<file path="src/include/fels_defs.svh">
`ifndef FELS_DEFS_SVH
`define FELS_DEFS_SVH
// ****************************************
// Command codes (low byte of the word)
// ****************************************
`define FELS_CMD_READ_ARRAY   8'hFF
`define FELS_CMD_READ_STATUS  8'h70
`define FELS_CMD_CLEAR_STATUS 8'h50
`define FELS_CMD_PROGRAM      8'h40
`define FELS_CMD_BLOCK_ERASE  8'h20
`define FELS_CMD_ERASE_ALL    8'hA7
`define FELS_CMD_LOCK_PROG    8'h77
`define FELS_CMD_LOCK_READ    8'h71
`define FELS_CMD_CONFIRM      8'hD0
// ****************************************
// Status byte fields and reset values
// ****************************************
`define FELS_SR_READY_BIT     7
`define FELS_SR_ERASE_BIT     5
`define FELS_SR_PROG_BIT      4
`define FELS_READY_RST        1'b1
`define FELS_ERR_RST          1'b0
// ****************************************
// Address layout of the user area
// ****************************************
`define FELS_ADDR_W           20
`define FELS_BLK_MSB          19
`define FELS_BLK_LSB          16
`define FELS_NUM_BLK          14
`define FELS_BLK_A            13
`define FELS_ALL_LAST         12
// ****************************************
// Operation times
// ****************************************
`define FELS_CLK_NS           5
`define FELS_ERASE_NS         2000
`define FELS_PROG_NS          200
`define FELS_LOCK_NS          100
`define FELS_ERASE_CYC        (`FELS_ERASE_NS / `FELS_CLK_NS)
`define FELS_PROG_CYC         (`FELS_PROG_NS / `FELS_CLK_NS)
`define FELS_LOCK_CYC         (`FELS_LOCK_NS / `FELS_CLK_NS)
// ****************************************
// Controller registers on APB
// ****************************************
`define FELS_REG_ADDR         12'h000
`define FELS_REG_CMD          12'h004
`define FELS_REG_READ         12'h008
`define FELS_REG_RDATA        12'h00C
`define FELS_REG_MODE         12'h010
`define FELS_REG_STAT         12'h014
`define FELS_MODE_RAM_BIT     0
`define FELS_MODE_FLASH_BIT   1
`define FELS_MODE_LFD_BIT     2
`define FELS_MODE_RST         3'h0
`define FELS_GUARD_BLK        4'h0
`endif

</file>
<file path="src/include/fels_pkg.sv">
// ****************************************
// Types of the erase/lock sequencer
// ****************************************
package fels_pkg;
  // Sequencer states, Gray along idle, argument, busy
  typedef enum logic [1:0] {
    FELS_IDLE = 2'b00,
    FELS_ARG  = 2'b01,
    FELS_BUSY = 2'b11
  } fels_state_e;

  // Array operation shown to the array side
  typedef enum logic [1:0] {
    FELS_OP_NONE  = 2'b00,
    FELS_OP_ERASE = 2'b01,
    FELS_OP_PROG  = 2'b11,
    FELS_OP_LOCK  = 2'b10
  } fels_op_e;

  // Whole device state
  typedef struct packed {
    fels_state_e  state;
    logic [7:0]   code;
    logic [19:0]  addr1;
    logic [3:0]   blk;
    logic [15:0]  cnt;
    logic [15:0]  wdata;
    logic         ready;
    logic         err_e;
    logic         err_p;
    logic         lsr;
    logic         status_mode;
    logic [13:0]  lock;
    logic [15:0]  rdata;
    logic         rvalid;
    fels_op_e     op;
  } fels_dev_s;

  // Whole controller state
  typedef struct packed {
    logic [19:0]  addr;
    logic [2:0]   mode;
    logic [15:0]  rdata;
    logic [7:0]   last_code;
    logic         wr;
    logic         rd;
    logic [15:0]  wdata;
  } fels_host_s;
endpackage

</file>
<file path="src/include/fels_if.sv">
`timescale 1ns/10ps
`default_nettype none
// ****************************************
// Command link between CPU side and flash
// ****************************************
interface fels_if;
  logic        wr;      // Command write strobe
  logic        rd;      // Read strobe
  logic [19:0] addr;    // Even user-area address
  logic [15:0] wdata;   // Command or data word
  logic [15:0] rdata;   // Read answer
  logic        rvalid;  // Read answer valid
  logic        ram_mode;
  logic        flash_mode;
  logic        lfd;     // Lock function disable
  logic        ready;   // Sequencer ready flag
  logic        err_e;   // Erase error flag
  logic        err_p;   // Program error flag
  logic        lsr;     // Lock status result

  modport dev  (input wr, rd, addr, wdata, ram_mode, flash_mode, lfd,
                output rdata, rvalid, ready, err_e, err_p, lsr);
  modport host (output wr, rd, addr, wdata, ram_mode, flash_mode, lfd,
                input rdata, rvalid, ready, err_e, err_p, lsr);
endinterface
`default_nettype wire

</file>
<file path="src/hdl/fels_device.sv">
// Local design decisions: the placing of the registers and register access over APB.
`timescale 1ns/10ps
`default_nettype none
`include "fels_defs.svh"
module fels_device
  import fels_pkg::*;
#(
  parameter int unsigned ERASE_CYC = `FELS_ERASE_CYC,
  parameter int unsigned PROG_CYC  = `FELS_PROG_CYC,
  parameter int unsigned LOCK_CYC  = `FELS_LOCK_CYC
) (
  input  wire logic        clk_sys,
  input  wire logic        reset_n,
  fels_if.dev              link,
  input  wire logic        arr_fail,
  input  wire logic [15:0] arr_rdata,
  output fels_op_e         arr_op,
  output logic [3:0]       arr_blk,
  output logic [19:0]      arr_addr,
  output logic [15:0]      arr_wdata
);
  // ****************************************
  // State and helpers
  // ****************************************
  fels_dev_s   s_reg;        // Registered state
  fels_dev_s   s_next;       // Next state
  logic [7:0]  code_in;      // Decoded low byte
  logic [3:0]  blk_in;       // Block of link address
  logic        blk_ok;       // Block index exists
  logic        top_addr;     // Address is block top
  logic [7:0]  status_byte;  // Assembled status
  logic        err_any;      // Either error set

  // Protection of a block, lock bits kept as stored
  function automatic logic locked(input logic [13:0] lk, input logic [3:0] b,
                                  input logic dis);
    locked = !dis && !lk[b];
  endfunction

  assign code_in  = link.wdata[7:0];
  assign blk_in   = link.addr[`FELS_BLK_MSB:`FELS_BLK_LSB];
  assign blk_ok   = (blk_in < 4'(`FELS_NUM_BLK));
  assign top_addr = &link.addr[`FELS_BLK_LSB-1:1];
  assign err_any  = s_reg.err_e | s_reg.err_p;

  // ****************************************
  // Status byte
  // ****************************************
  always_comb begin
    status_byte = 8'h00;                            // Reserved bits zero
    status_byte[`FELS_SR_READY_BIT] = s_reg.ready;
    status_byte[`FELS_SR_ERASE_BIT] = s_reg.err_e;
    status_byte[`FELS_SR_PROG_BIT]  = s_reg.err_p;
  end

  // ****************************************
  // Next state
  // ****************************************
  always_comb begin
    s_next = s_reg;
    s_next.rvalid = 1'b0;
    // Read answer one cycle after the strobe
    if (link.rd) begin
      s_next.rvalid = 1'b1;
      if (link.ram_mode && s_reg.status_mode) begin
        s_next.rdata = {8'h00, status_byte};
      end else begin
        s_next.rdata = arr_rdata;
      end
    end
    case (s_reg.state)
      // First bus cycle of a command
      FELS_IDLE: begin
        if (link.wr) begin
          s_next.code  = code_in;
          s_next.addr1 = link.addr;
          case (code_in)
            `FELS_CMD_READ_ARRAY: begin
              s_next.status_mode = 1'b0;
            end
            `FELS_CMD_READ_STATUS: begin
              s_next.status_mode = 1'b1;
            end
            `FELS_CMD_CLEAR_STATUS: begin
              s_next.err_e = 1'b0;
              s_next.err_p = 1'b0;
            end
            `FELS_CMD_PROGRAM, `FELS_CMD_BLOCK_ERASE,
            `FELS_CMD_ERASE_ALL, `FELS_CMD_LOCK_PROG: begin
              // Refused while an error stands
              if (!err_any) begin
                s_next.state = FELS_ARG;
              end
            end
            `FELS_CMD_LOCK_READ: begin
              s_next.state = FELS_ARG;
            end
            default: begin
              s_next.err_e = 1'b1;
              s_next.err_p = 1'b1;
            end
          endcase
        end
      end
      // Second bus cycle of a command
      FELS_ARG: begin
        if (link.wr) begin
          s_next.state = FELS_IDLE;
          s_next.blk   = blk_in;
          s_next.wdata = link.wdata;
          if (s_reg.code == `FELS_CMD_PROGRAM) begin
            if (link.addr != s_reg.addr1 || !blk_ok) begin
              s_next.err_e = 1'b1;
              s_next.err_p = 1'b1;
            end else if (locked(s_reg.lock, blk_in, link.lfd)) begin
              s_next.err_p = 1'b1;
            end else begin
              s_next.state = FELS_BUSY;
              s_next.ready = 1'b0;
              s_next.cnt   = 16'(PROG_CYC);
              s_next.op    = FELS_OP_PROG;
              s_next.status_mode = 1'b1;
            end
          end else if (code_in == `FELS_CMD_READ_ARRAY) begin
            s_next.status_mode = 1'b0;
          end else if (code_in != `FELS_CMD_CONFIRM) begin
            s_next.err_e = 1'b1;
            s_next.err_p = 1'b1;
          end else if (s_reg.code == `FELS_CMD_ERASE_ALL) begin
            s_next.state = FELS_BUSY;
            s_next.ready = 1'b0;
            s_next.blk   = 4'h0;
            s_next.cnt   = locked(s_reg.lock, 4'h0, link.lfd) ? 16'h0000 : 16'(ERASE_CYC);
            s_next.op    = FELS_OP_ERASE;
            s_next.status_mode = 1'b1;
          end else if (!blk_ok || !top_addr) begin
            s_next.err_e = 1'b1;
            s_next.err_p = 1'b1;
          end else if (s_reg.code == `FELS_CMD_BLOCK_ERASE) begin
            if (locked(s_reg.lock, blk_in, link.lfd)) begin
              s_next.err_e = 1'b1;
            end else begin
              s_next.state = FELS_BUSY;
              s_next.ready = 1'b0;
              s_next.cnt   = 16'(ERASE_CYC);
              s_next.op    = FELS_OP_ERASE;
              s_next.status_mode = 1'b1;
            end
          end else if (s_reg.code == `FELS_CMD_LOCK_PROG) begin
            if (link.addr != s_reg.addr1) begin
              s_next.err_e = 1'b1;
              s_next.err_p = 1'b1;
            end else begin
              s_next.state = FELS_BUSY;
              s_next.ready = 1'b0;
              s_next.cnt   = 16'(LOCK_CYC);
              s_next.op    = FELS_OP_LOCK;
              s_next.status_mode = 1'b1;
            end
          end else begin
            // Lock status read: one busy cycle
            s_next.state = FELS_BUSY;
            s_next.ready = 1'b0;
            s_next.cnt   = 16'h0000;
            s_next.op    = FELS_OP_NONE;
            s_next.status_mode = 1'b0;
          end
        end
      end
      // Operation running
      FELS_BUSY: begin
        if (s_reg.cnt != 16'h0000) begin
          s_next.cnt = s_reg.cnt - 16'h0001;
        end else begin
          s_next.state = FELS_IDLE;
          s_next.ready = 1'b1;
          s_next.op    = FELS_OP_NONE;
          case (s_reg.code)
            `FELS_CMD_PROGRAM: begin
              if (arr_fail) s_next.err_p = 1'b1;
            end
            `FELS_CMD_BLOCK_ERASE: begin
              if (arr_fail) s_next.err_e = 1'b1;
              else s_next.lock[s_reg.blk] = 1'b1;
            end
            `FELS_CMD_ERASE_ALL: begin
              if (!locked(s_reg.lock, s_reg.blk, link.lfd)) begin
                if (arr_fail) s_next.err_e = 1'b1;
                else s_next.lock[s_reg.blk] = 1'b1;
              end
              // Walk on up to block 12 only, block A never
              if (s_reg.blk != 4'(`FELS_ALL_LAST)) begin
                s_next.state = FELS_BUSY;
                s_next.ready = 1'b0;
                s_next.op    = FELS_OP_ERASE;
                s_next.blk   = s_reg.blk + 4'h1;
                s_next.cnt   = locked(s_reg.lock, s_reg.blk + 4'h1, link.lfd)
                               ? 16'h0000 : 16'(ERASE_CYC);
              end
            end
            `FELS_CMD_LOCK_PROG: begin
              if (arr_fail) s_next.err_p = 1'b1;
              else s_next.lock[s_reg.blk] = 1'b0;
            end
            default: begin
              s_next.lsr = s_reg.lock[s_reg.blk];
            end
          endcase
        end
      end
      default: begin
        s_next.state = FELS_IDLE;
      end
    endcase
  end

  // ****************************************
  // State register
  // ****************************************
  always_ff @(posedge clk_sys or negedge reset_n) begin
    if (!reset_n) begin
      s_reg             <= '0;
      s_reg.state       <= FELS_IDLE;
      s_reg.ready       <= `FELS_READY_RST;
      s_reg.err_e       <= `FELS_ERR_RST;
      s_reg.err_p       <= `FELS_ERR_RST;
      s_reg.lock        <= '1;  // Blocks start unlocked
      s_reg.op          <= FELS_OP_NONE;
    end else begin
      s_reg <= s_next;
    end
  end

  // ****************************************
  // Outputs
  // ****************************************
  assign link.ready  = s_reg.ready;
  assign link.err_e  = s_reg.err_e;
  assign link.err_p  = s_reg.err_p;
  assign link.lsr    = s_reg.lsr;
  assign link.rdata  = s_reg.rdata;
  assign link.rvalid = s_reg.rvalid;
  assign arr_op      = s_reg.op;
  assign arr_blk     = s_reg.blk;
  assign arr_addr    = s_reg.addr1;
  assign arr_wdata   = s_reg.wdata;
endmodule
`default_nettype wire

</file>
<file path="src/flat_wrapper.sv">
// flat-port wrapper written by rule: the top's interface ports become plain ports
module fels_device_flat import fels_pkg::*;
#(
  parameter int unsigned ERASE_CYC = `FELS_ERASE_CYC,
  parameter int unsigned PROG_CYC  = `FELS_PROG_CYC,
  parameter int unsigned LOCK_CYC  = `FELS_LOCK_CYC
)
  (clk_sys, reset_n, arr_fail, arr_rdata, arr_op, arr_blk, arr_addr, arr_wdata, link_wr, link_rd, link_addr, link_wdata, link_ram_mode, link_flash_mode, link_lfd, link_rdata, link_rvalid, link_ready, link_err_e, link_err_p, link_lsr);
  fels_if link_i ();
  input  wire logic clk_sys;
  input  wire logic reset_n;
  input  wire logic arr_fail;
  input  wire logic [15:0] arr_rdata;
  output fels_op_e arr_op;
  output logic [3:0] arr_blk;
  output logic [19:0] arr_addr;
  output logic [15:0] arr_wdata;
  input wire logic [$bits(link_i.wr)-1:0] link_wr;
  input wire logic [$bits(link_i.rd)-1:0] link_rd;
  input wire logic [$bits(link_i.addr)-1:0] link_addr;
  input wire logic [$bits(link_i.wdata)-1:0] link_wdata;
  input wire logic [$bits(link_i.ram_mode)-1:0] link_ram_mode;
  input wire logic [$bits(link_i.flash_mode)-1:0] link_flash_mode;
  input wire logic [$bits(link_i.lfd)-1:0] link_lfd;
  output wire logic [$bits(link_i.rdata)-1:0] link_rdata;
  output wire logic [$bits(link_i.rvalid)-1:0] link_rvalid;
  output wire logic [$bits(link_i.ready)-1:0] link_ready;
  output wire logic [$bits(link_i.err_e)-1:0] link_err_e;
  output wire logic [$bits(link_i.err_p)-1:0] link_err_p;
  output wire logic [$bits(link_i.lsr)-1:0] link_lsr;
  assign link_i.wr = link_wr;
  assign link_i.rd = link_rd;
  assign link_i.addr = link_addr;
  assign link_i.wdata = link_wdata;
  assign link_i.ram_mode = link_ram_mode;
  assign link_i.flash_mode = link_flash_mode;
  assign link_i.lfd = link_lfd;
  assign link_rdata = link_i.rdata;
  assign link_rvalid = link_i.rvalid;
  assign link_ready = link_i.ready;
  assign link_err_e = link_i.err_e;
  assign link_err_p = link_i.err_p;
  assign link_lsr = link_i.lsr;
  fels_device #(.ERASE_CYC(ERASE_CYC), .PROG_CYC(PROG_CYC), .LOCK_CYC(LOCK_CYC)) u_core (.clk_sys(clk_sys), .reset_n(reset_n), .link(link_i), .arr_fail(arr_fail), .arr_rdata(arr_rdata), .arr_op(arr_op), .arr_blk(arr_blk), .arr_addr(arr_addr), .arr_wdata(arr_wdata));
endmodule
</file>
<file path="config.mk">
export PLATFORM = sky130hd
export DESIGN_NAME = fels_device_flat
export DESIGN_NICKNAME = d
export VERILOG_FILES = /design/src/include/fels_pkg.sv /design/src/include/fels_if.sv /design/src/hdl/fels_device.sv /design/src/flat_wrapper.sv
export VERILOG_INCLUDE_DIRS = /design/src /design/src/include
export SDC_FILE = /design/constraint.sdc
export NUM_CORES = 1
export LEC_CHECK = 0
export BUFFER_PORTS_ARGS = -buffer_cell sky130_fd_sc_hd__buf_4
export CORE_ASPECT_RATIO = 0.5
export CORE_MARGIN = 8
export CORE_UTILIZATION = 35
export CTS_BUF_LIST = sky130_fd_sc_hd__clkbuf_16
export DETAILED_ROUTE_END_ITERATION = 7
export GPL_ROUTABILITY_DRIVEN = 0
export HOLD_SLACK_MARGIN = 0.15
export SLEW_MARGIN = 25
export SYNTH_ARGS = -nofsm -noshare
export SYNTH_HDL_FRONTEND = slang
export SYNTH_SLANG_ARGS = --single-unit
</file>
<file path="constraint.sdc">
create_clock -name clk_sys -period 3.6 [get_ports clk_sys]
set_input_delay 0.36 -clock clk_sys [delete_from_list [all_inputs] [get_ports clk_sys]]
set_output_delay 0.36 -clock clk_sys [all_outputs]
set_load 0.02 [all_outputs]
</file>
==> results.sh, run 1 <==
export IMPL_clockRootBuffer="clkbuf_16"
export IMPL_routed_wl_mm=16.0
export IMPL_fillerInstances=1698
export IMPL_firstDrtPassIters=5
export IMPL_clkPwrFrac=0.194
export IMPL_yosysUniqueCellTypes=76
export IMPL_synthFlopType="dfrtp_1"
export IMPL_ioPinCount=123
export IMPL_ir_drop_mv=0.340
export IMPL_crit_start="u_core.arr_blk[0]"
export IMPL_htree_levels=3
export IMPL_power_switching_mw=2.06
export IMPL_syn_cell_area_um2=6250
export IMPL_grt_pass1_wl_mm=26.1
export IMPL_tightest_slew_ns=0.801
export IMPL_wl_per_cell_um=17.6
export IMPL_grt_ovfl_total=0
export IMPL_critPathMaxFanout=13
export IMPL_cts_buffers_inserted=9
export IMPL_maxCapViolations=0
export IMPL_hold_path_end="u_core.link.rdata[10]"
export IMPL_drc_errors=0
export IMPL_timing_fmax_mhz=347
export IMPL_synthTopCellsByCount="89 x dfrtp_1, 60 x buf_4, 56 x mux2_2"
export IMPL_syn_nets=674
export IMPL_leakage_nw=3.09
export IMPL_p_seq_frac=0.379
export IMPL_grt_pass1_vias=4720
export IMPL_synth_most_common_cell="dfrtp_1"
export IMPL_die_area_um2=22600
export IMPL_holdWs_ns=0.218
export IMPL_layout_drive_gt1_share=0.359
export IMPL_grt_max_degree=85
export IMPL_r2r_end="u_core.s_reg[62]"
export IMPL_die_w_um=205
export IMPL_dp_cells=888
export IMPL_clock_path_buffers=2
export IMPL_worst_clock_skew_ns=0.00819
export IMPL_hpwlAfterDp_mm=11.8
export IMPL_status="completed"
export IMPL_ant_nets=0
export IMPL_initial_core_util=0.358
export IMPL_critical_path_class="reg -> reg"
export IMPL_place_ws_ns=0.756
export IMPL_endpoint_kind="register"
export IMPL_cp_arrival_ns=3.10
export IMPL_yosys_area_top_type="dfrtp_1"
export IMPL_coreArea_um2=17400
export IMPL_antenna_found_initial=0
export IMPL_period_share=0.802
export IMPL_n_antenna_cell=0
export IMPL_fin_area_um2=7200
export IMPL_synthCells=609
export IMPL_layout_setup_ws_ns=0.714
export IMPL_start_kind="register"
export IMPL_synth_seq_area_share=0.420
export IMPL_fp_dieH_um=110
export IMPL_port_buffers=121
export IMPL_r2r_cells=8
export IMPL_rows=34
export IMPL_r2r_start="u_core.arr_blk[0]"
export IMPL_async_flop_share=1.00
export IMPL_vias=4750
export IMPL_power_mw=5.11
export IMPL_ff2ff_setup_slack_ns=0.71
export IMPL_synth_avg_cell_area_um2=10.3
export IMPL_ys_warn_count=0
export IMPL_grt_usage=0.139
export IMPL_path_clk_slew_ns=0.07
export IMPL_period_minus_slack_ns=2.89
export IMPL_whs_path_depth=3
export IMPL_place_area_um2=6900
export IMPL_nets=731
export IMPL_max_slew_margin_rel=0.466
export IMPL_cts_tree="yes"
export IMPL_stdcell_count=905
export IMPL_switching_share=0.402
export IMPL_timing_hold_violations_final=0
export IMPL_synth_top_area_frac=0.356
export IMPL_ys_seq_elements=104
export IMPL_p_per_area_nw_per_um2=710
export IMPL_finalCoreUtilization=0.413
export IMPL_drtIter0Drc=269
export IMPL_crit_required_ns=3.81
export IMPL_synth_edf_count=0
export IMPL_internal_power_mw=3.06
export IMPL_hp_class="in -> reg"
export IMPL_cts_sinks=104
export IMPL_drv_slew=0
export IMPL_syn_to_final_growth_pct=15.3
export IMPL_holdCritStartpoint="arr_rdata[10]"
export IMPL_finalSetupViolations=0
export IMPL_rsz0062_at_grt="no"
export IMPL_insertion_delay_ns=0.34
export IMPL_avgViaCountPerCell=5.25
export IMPL_p_comb_frac=0.428
export IMPL_setup_tns_ns=0
export IMPL_synth_area_leaders="dfrtp_1 36%, mux2_2 10%, buf_4 7.2%"
-- kinds of logic after synthesis --
family | count (synthesis) | synth area share
fa+ha+maj | 5 | 0.0100
compound gates | 123 | 0.128
xor+xnor | 24 | 0.0336
flops | 104 | 0.420
simple gates | 172 | 0.150
buf+inv | 109 | 0.113
mux | 72 | 0.146
-- power groups by stage --
| stage | Combinational [mW] | Sequential, mW | Clock (mW) |
|---|---|---|---|
| final | 2.19 | 1.94 | 0.989 |
| after global routing | 2.39 | 2.00 | 1.07 |
| after CTS | 2.21 | 1.94 | 1.02 |
| after global placement | 2.17 | 1.94 | 0 |
| after floorplan | 1.85 | 1.82 | 0 |
| after detailed placement | 2.20 | 1.96 | 0 |
-- layout by cell type, fill, tap and decap left out, drive strengths merged, types with 6 or more instances in the layout --
| master | n |
|---|---|
| a41oi | 6 |
| nand2 | 30 |
| nor2 | 43 |
| o21ai | 53 |
| nand4 | 7 |
| mux2 | 56 |
| a31oi | 9 |
| a21oi | 19 |
| xnor2 | 9 |
| nor4 | 9 |
| mux2i | 7 |
| buf | 127 |
| dfstp | 15 |
| and2 | 6 |
| clkbuf | 9 |
| xor2 | 15 |
| mux4 | 9 |
| dfrtp | 89 |
| nand3 | 25 |
| inv | 28 |
| nor3 | 17 |
-- worst max-delay path, stage by stage, from the launching register on --
cell and delay (ns):
dfrtp_1 0.70, inv_1 0.19, ha_1 0.46, mux4_2 0.35, a2111oi_0 0.44, a311oi_1 0.12, o21bai_1 0.26, a21oi_1 0.15
o21ai_0 0.09
-- timing repair --
item / 4_1_cts / 5_1_grt
setup buffers: 0 / 0
hold buffers: 1 / 0
gates resized for setup: 0 / 0
endpoints found under the hold margin: 68 / 0
endpoints found under the setup margin: 0 / 0
-- how the worst max path moves through the flow --
stage / endpoint / slack, ns / cells after the start
5_1_grt: u_core.s_reg[62] / 0.48 / 8
3_3_place_gp: u_core.s_reg[62] / 0.82 / 8
6_report: u_core.s_reg[62] / 0.71 / 8
4_1_cts: u_core.s_reg[62] / 0.73 / 8
3_5_place_dp: u_core.s_reg[62] / 0.76 / 8
2_1_floorplan: register / 1.12 / 9
-- cell type report --
type,instances,area [um^2],area share
Sequential cell,104,2620,0.364
Tap cell,234,293,0.0406
Clock buffer,9,225,0.0313
Clock inverter,7,70.1,0.00973
Multi-Input combinational cell,396,2930,0.406
Inverter,27,101,0.0141
Timing Repair Buffer,128,967,0.134
-- layer usage --
| metal | wire [um] | GRT usage | up-vias |
|---|---|---|---|
| met2 | 7350 | 0.220 | 127 |
| met5 | 0 | 0 | - |
| met4 | 142 | 0.0265 | 0 |
| met1 | 7550 | 0.190 | 2337 |
| met3 | 913 | 0.0373 | 12 |
| li1 | - | - | 2274 |
No activity file was read; power rests on OpenSTA's default activity.
==> inputs of run 2 (changes only) <==
==> constraint.sdc (replaced) <==
create_clock -name clk_sys -period 2.6 [get_ports clk_sys]
set_input_delay 0.26 -clock clk_sys [delete_from_list [all_inputs] [get_ports clk_sys]]
set_output_delay 0.26 -clock clk_sys [all_outputs]
set_load 0.02 [all_outputs]
==> results.sh, run 2 (synthesis gave the netlist of run 1 again) <==
export IMPL_worst_clock_skew_ns=0.0121
export IMPL_cp_cell_sequence="inv_1, ha_1, mux4_2, a2111oi_1, a311oi_1, o21bai_1, a21oi_1, o21ai_0"
export IMPL_grt_pass1_wl_mm=26.3
export IMPL_critPathMaxFanout=9
export IMPL_grt_ovfl_total=0
export IMPL_r2r_cells=8
export IMPL_vias=4972
export IMPL_use_met1=0.189
export IMPL_wl_per_cell_um=17.1
export IMPL_initial_core_util=0.358
export IMPL_r2r_end="u_core.s_reg[61]"
export IMPL_leakage_nw=3.37
export IMPL_status="completed"
export IMPL_drtIter0Drc=331
export IMPL_antenna_found_initial=0
export IMPL_met2_usage=0.221
export IMPL_grt_max_degree=40
export IMPL_ant_nets=0
export IMPL_die_w_um=205
export IMPL_n_antenna_cell=0
export IMPL_endpoint_kind="register"
export IMPL_cts_setup_buffers=0
export IMPL_finalSetupViolations=0
export IMPL_firstDrtPassIters=6
export IMPL_grt_pass1_vias=4993
export IMPL_r2r_start="u_core.arr_blk[0]"
export IMPL_max_slew_margin_rel=0.525
export IMPL_dp_cells=921
export IMPL_grt_usage=0.142
export IMPL_cts_sinks=104
export IMPL_port_buffers=121
export IMPL_stdcell_count=960
export IMPL_finalCoreUtilization=0.444
export IMPL_power_mw=7.41
export IMPL_use_met3=0.0368
export IMPL_start_kind="register"
export IMPL_maxCapViolations=0
export IMPL_nets=786
export IMPL_drc_errors=0
export IMPL_hpwlAfterDp_mm=12.4
export IMPL_coreArea_um2=17400
export IMPL_setup_tns_ns=0
export IMPL_cts_tree="yes"
export IMPL_tightest_slew_ns=0.711
export IMPL_critical_path_class="reg -> reg"
export IMPL_period_share=0.939
export IMPL_clock_path_buffers=2
export IMPL_slowest_stage="dfrtp_2"
export IMPL_rows=34
export IMPL_layout_common_cells="156 x buf_4, 87 x dfrtp_1, 56 x mux2_2, 50 x o21ai_0, 42 x nor2_1"
export IMPL_holdCritStartpoint="link_addr[11]"
export IMPL_crit_required_ns=2.83
export IMPL_timing_hold_violations_final=0
export IMPL_clockRootBuffer="clkbuf_16"
export IMPL_cp_arrival_ns=2.67
export IMPL_whs_path_depth=2
export IMPL_cts_buffers_inserted=9
export IMPL_hp_class="in -> reg"
export IMPL_htree_levels=3
export IMPL_rsz0062_at_grt="no"
export IMPL_path_clk_slew_ns=0.07
export IMPL_layout_drive_gt1_share=0.386
export IMPL_fp_dieH_um=110
export IMPL_insertion_delay_ns=0.35
export IMPL_fillerInstances=1655
export IMPL_avgViaCountPerCell=5.18
export IMPL_ff2ff_setup_slack_ns=0.16
export IMPL_ioPinCount=123
export IMPL_ir_drop_mv=0.439
export IMPL_p_per_area_nw_per_um2=956
export IMPL_holdWs_ns=0.165
export IMPL_routed_wl_mm=16.4
export IMPL_timing_fmax_mhz=410
export IMPL_hold_path_end="u_core.arr_addr[11]"
export IMPL_layout_commonest_cell="buf_4"
export IMPL_syn_to_final_growth_pct=24.0
export IMPL_grt_busiest_layer="met2"
export IMPL_drv_slew=0
export IMPL_die_area_um2=22600
export IMPL_period_minus_slack_ns=2.44
export IMPL_critPathMaxStageDelay_ns=0.49
## run 2: per-layer routing
layer / wire length (um) / up-vias / share of wire
li1: - / 2380 / -
met1: 7580 / 2402 / 0.46
met2: 7390 / 169 / 0.45
met3: 1160 / 21 / 0.070
met4: 280 / 0 / 0.017
met5: 0 / - / 0
## run 2: final cells by class
cell class / instances / area (um^2) / area share
Timing Repair Buffer: 183 / 1480 / 0.191
Sequential cell: 104 / 2620 / 0.339
Tap cell: 234 / 293 / 0.0378
Clock inverter: 7 / 62.6 / 0.00807
Clock buffer: 9 / 225 / 0.0291
Multi-Input combinational cell: 396 / 2960 / 0.382
Inverter: 27 / 101 / 0.0131
## run 2: worst max path at each step
stage	start	endpoint	slack, ns	depth (start not counted)
floorplan	u_core.arr_blk[3]	register	0.12	9
global placement	link_addr[19]	u_core.s_reg[69]	0.06	8
detailed placement	u_core.arr_blk[0]	u_core.s_reg[61]	0.02	8
CTS	u_core.arr_blk[0]	u_core.s_reg[61]	0.005	8
global route	u_core.arr_blk[0]	u_core.s_reg[61]	0.006	8
finish	u_core.arr_blk[0]	u_core.s_reg[61]	0.16	8
## run 2: per-stage QoR
step | area [um^2] | setup WS, ns
after floorplan | 6250 | 0.122
after global placement | 7190 | 0.0617
after detailed placement | 7190 | 0.0221
after CTS | 7710 | 0.00497
after global routing | 7750 | 0.00555
final | 7750 | 0.158
## run 2: what timing repair did
| action | CTS | global route |
|---|---|---|
| hold buffers | 23 | 0 |
| setup endpoints to repair | 0 | 29 |
| endpoints found under the hold margin | 56 | 0 |
| gates resized for setup | 0 | 10 |
## run 2: where the power goes
group / switching, mW / total [mW] / internal (mW)
clock: 0.610 / 1.35 / 0.739
combinational: 1.83 / 3.44 / 1.61
sequential: 0.485 / 2.62 / 2.14
## run 2: worst max-delay path: cells and delay by family (launching register included)
kind | cells | cell delay, ns
adder cells (fa/ha/maj) | 1 | 0.33
flip-flops | 1 | 0.49
multiplexers | 1 | 0.30
buffers and inverters | 1 | 0.13
AO/OA/AOI/OAI | 5 | 1.07
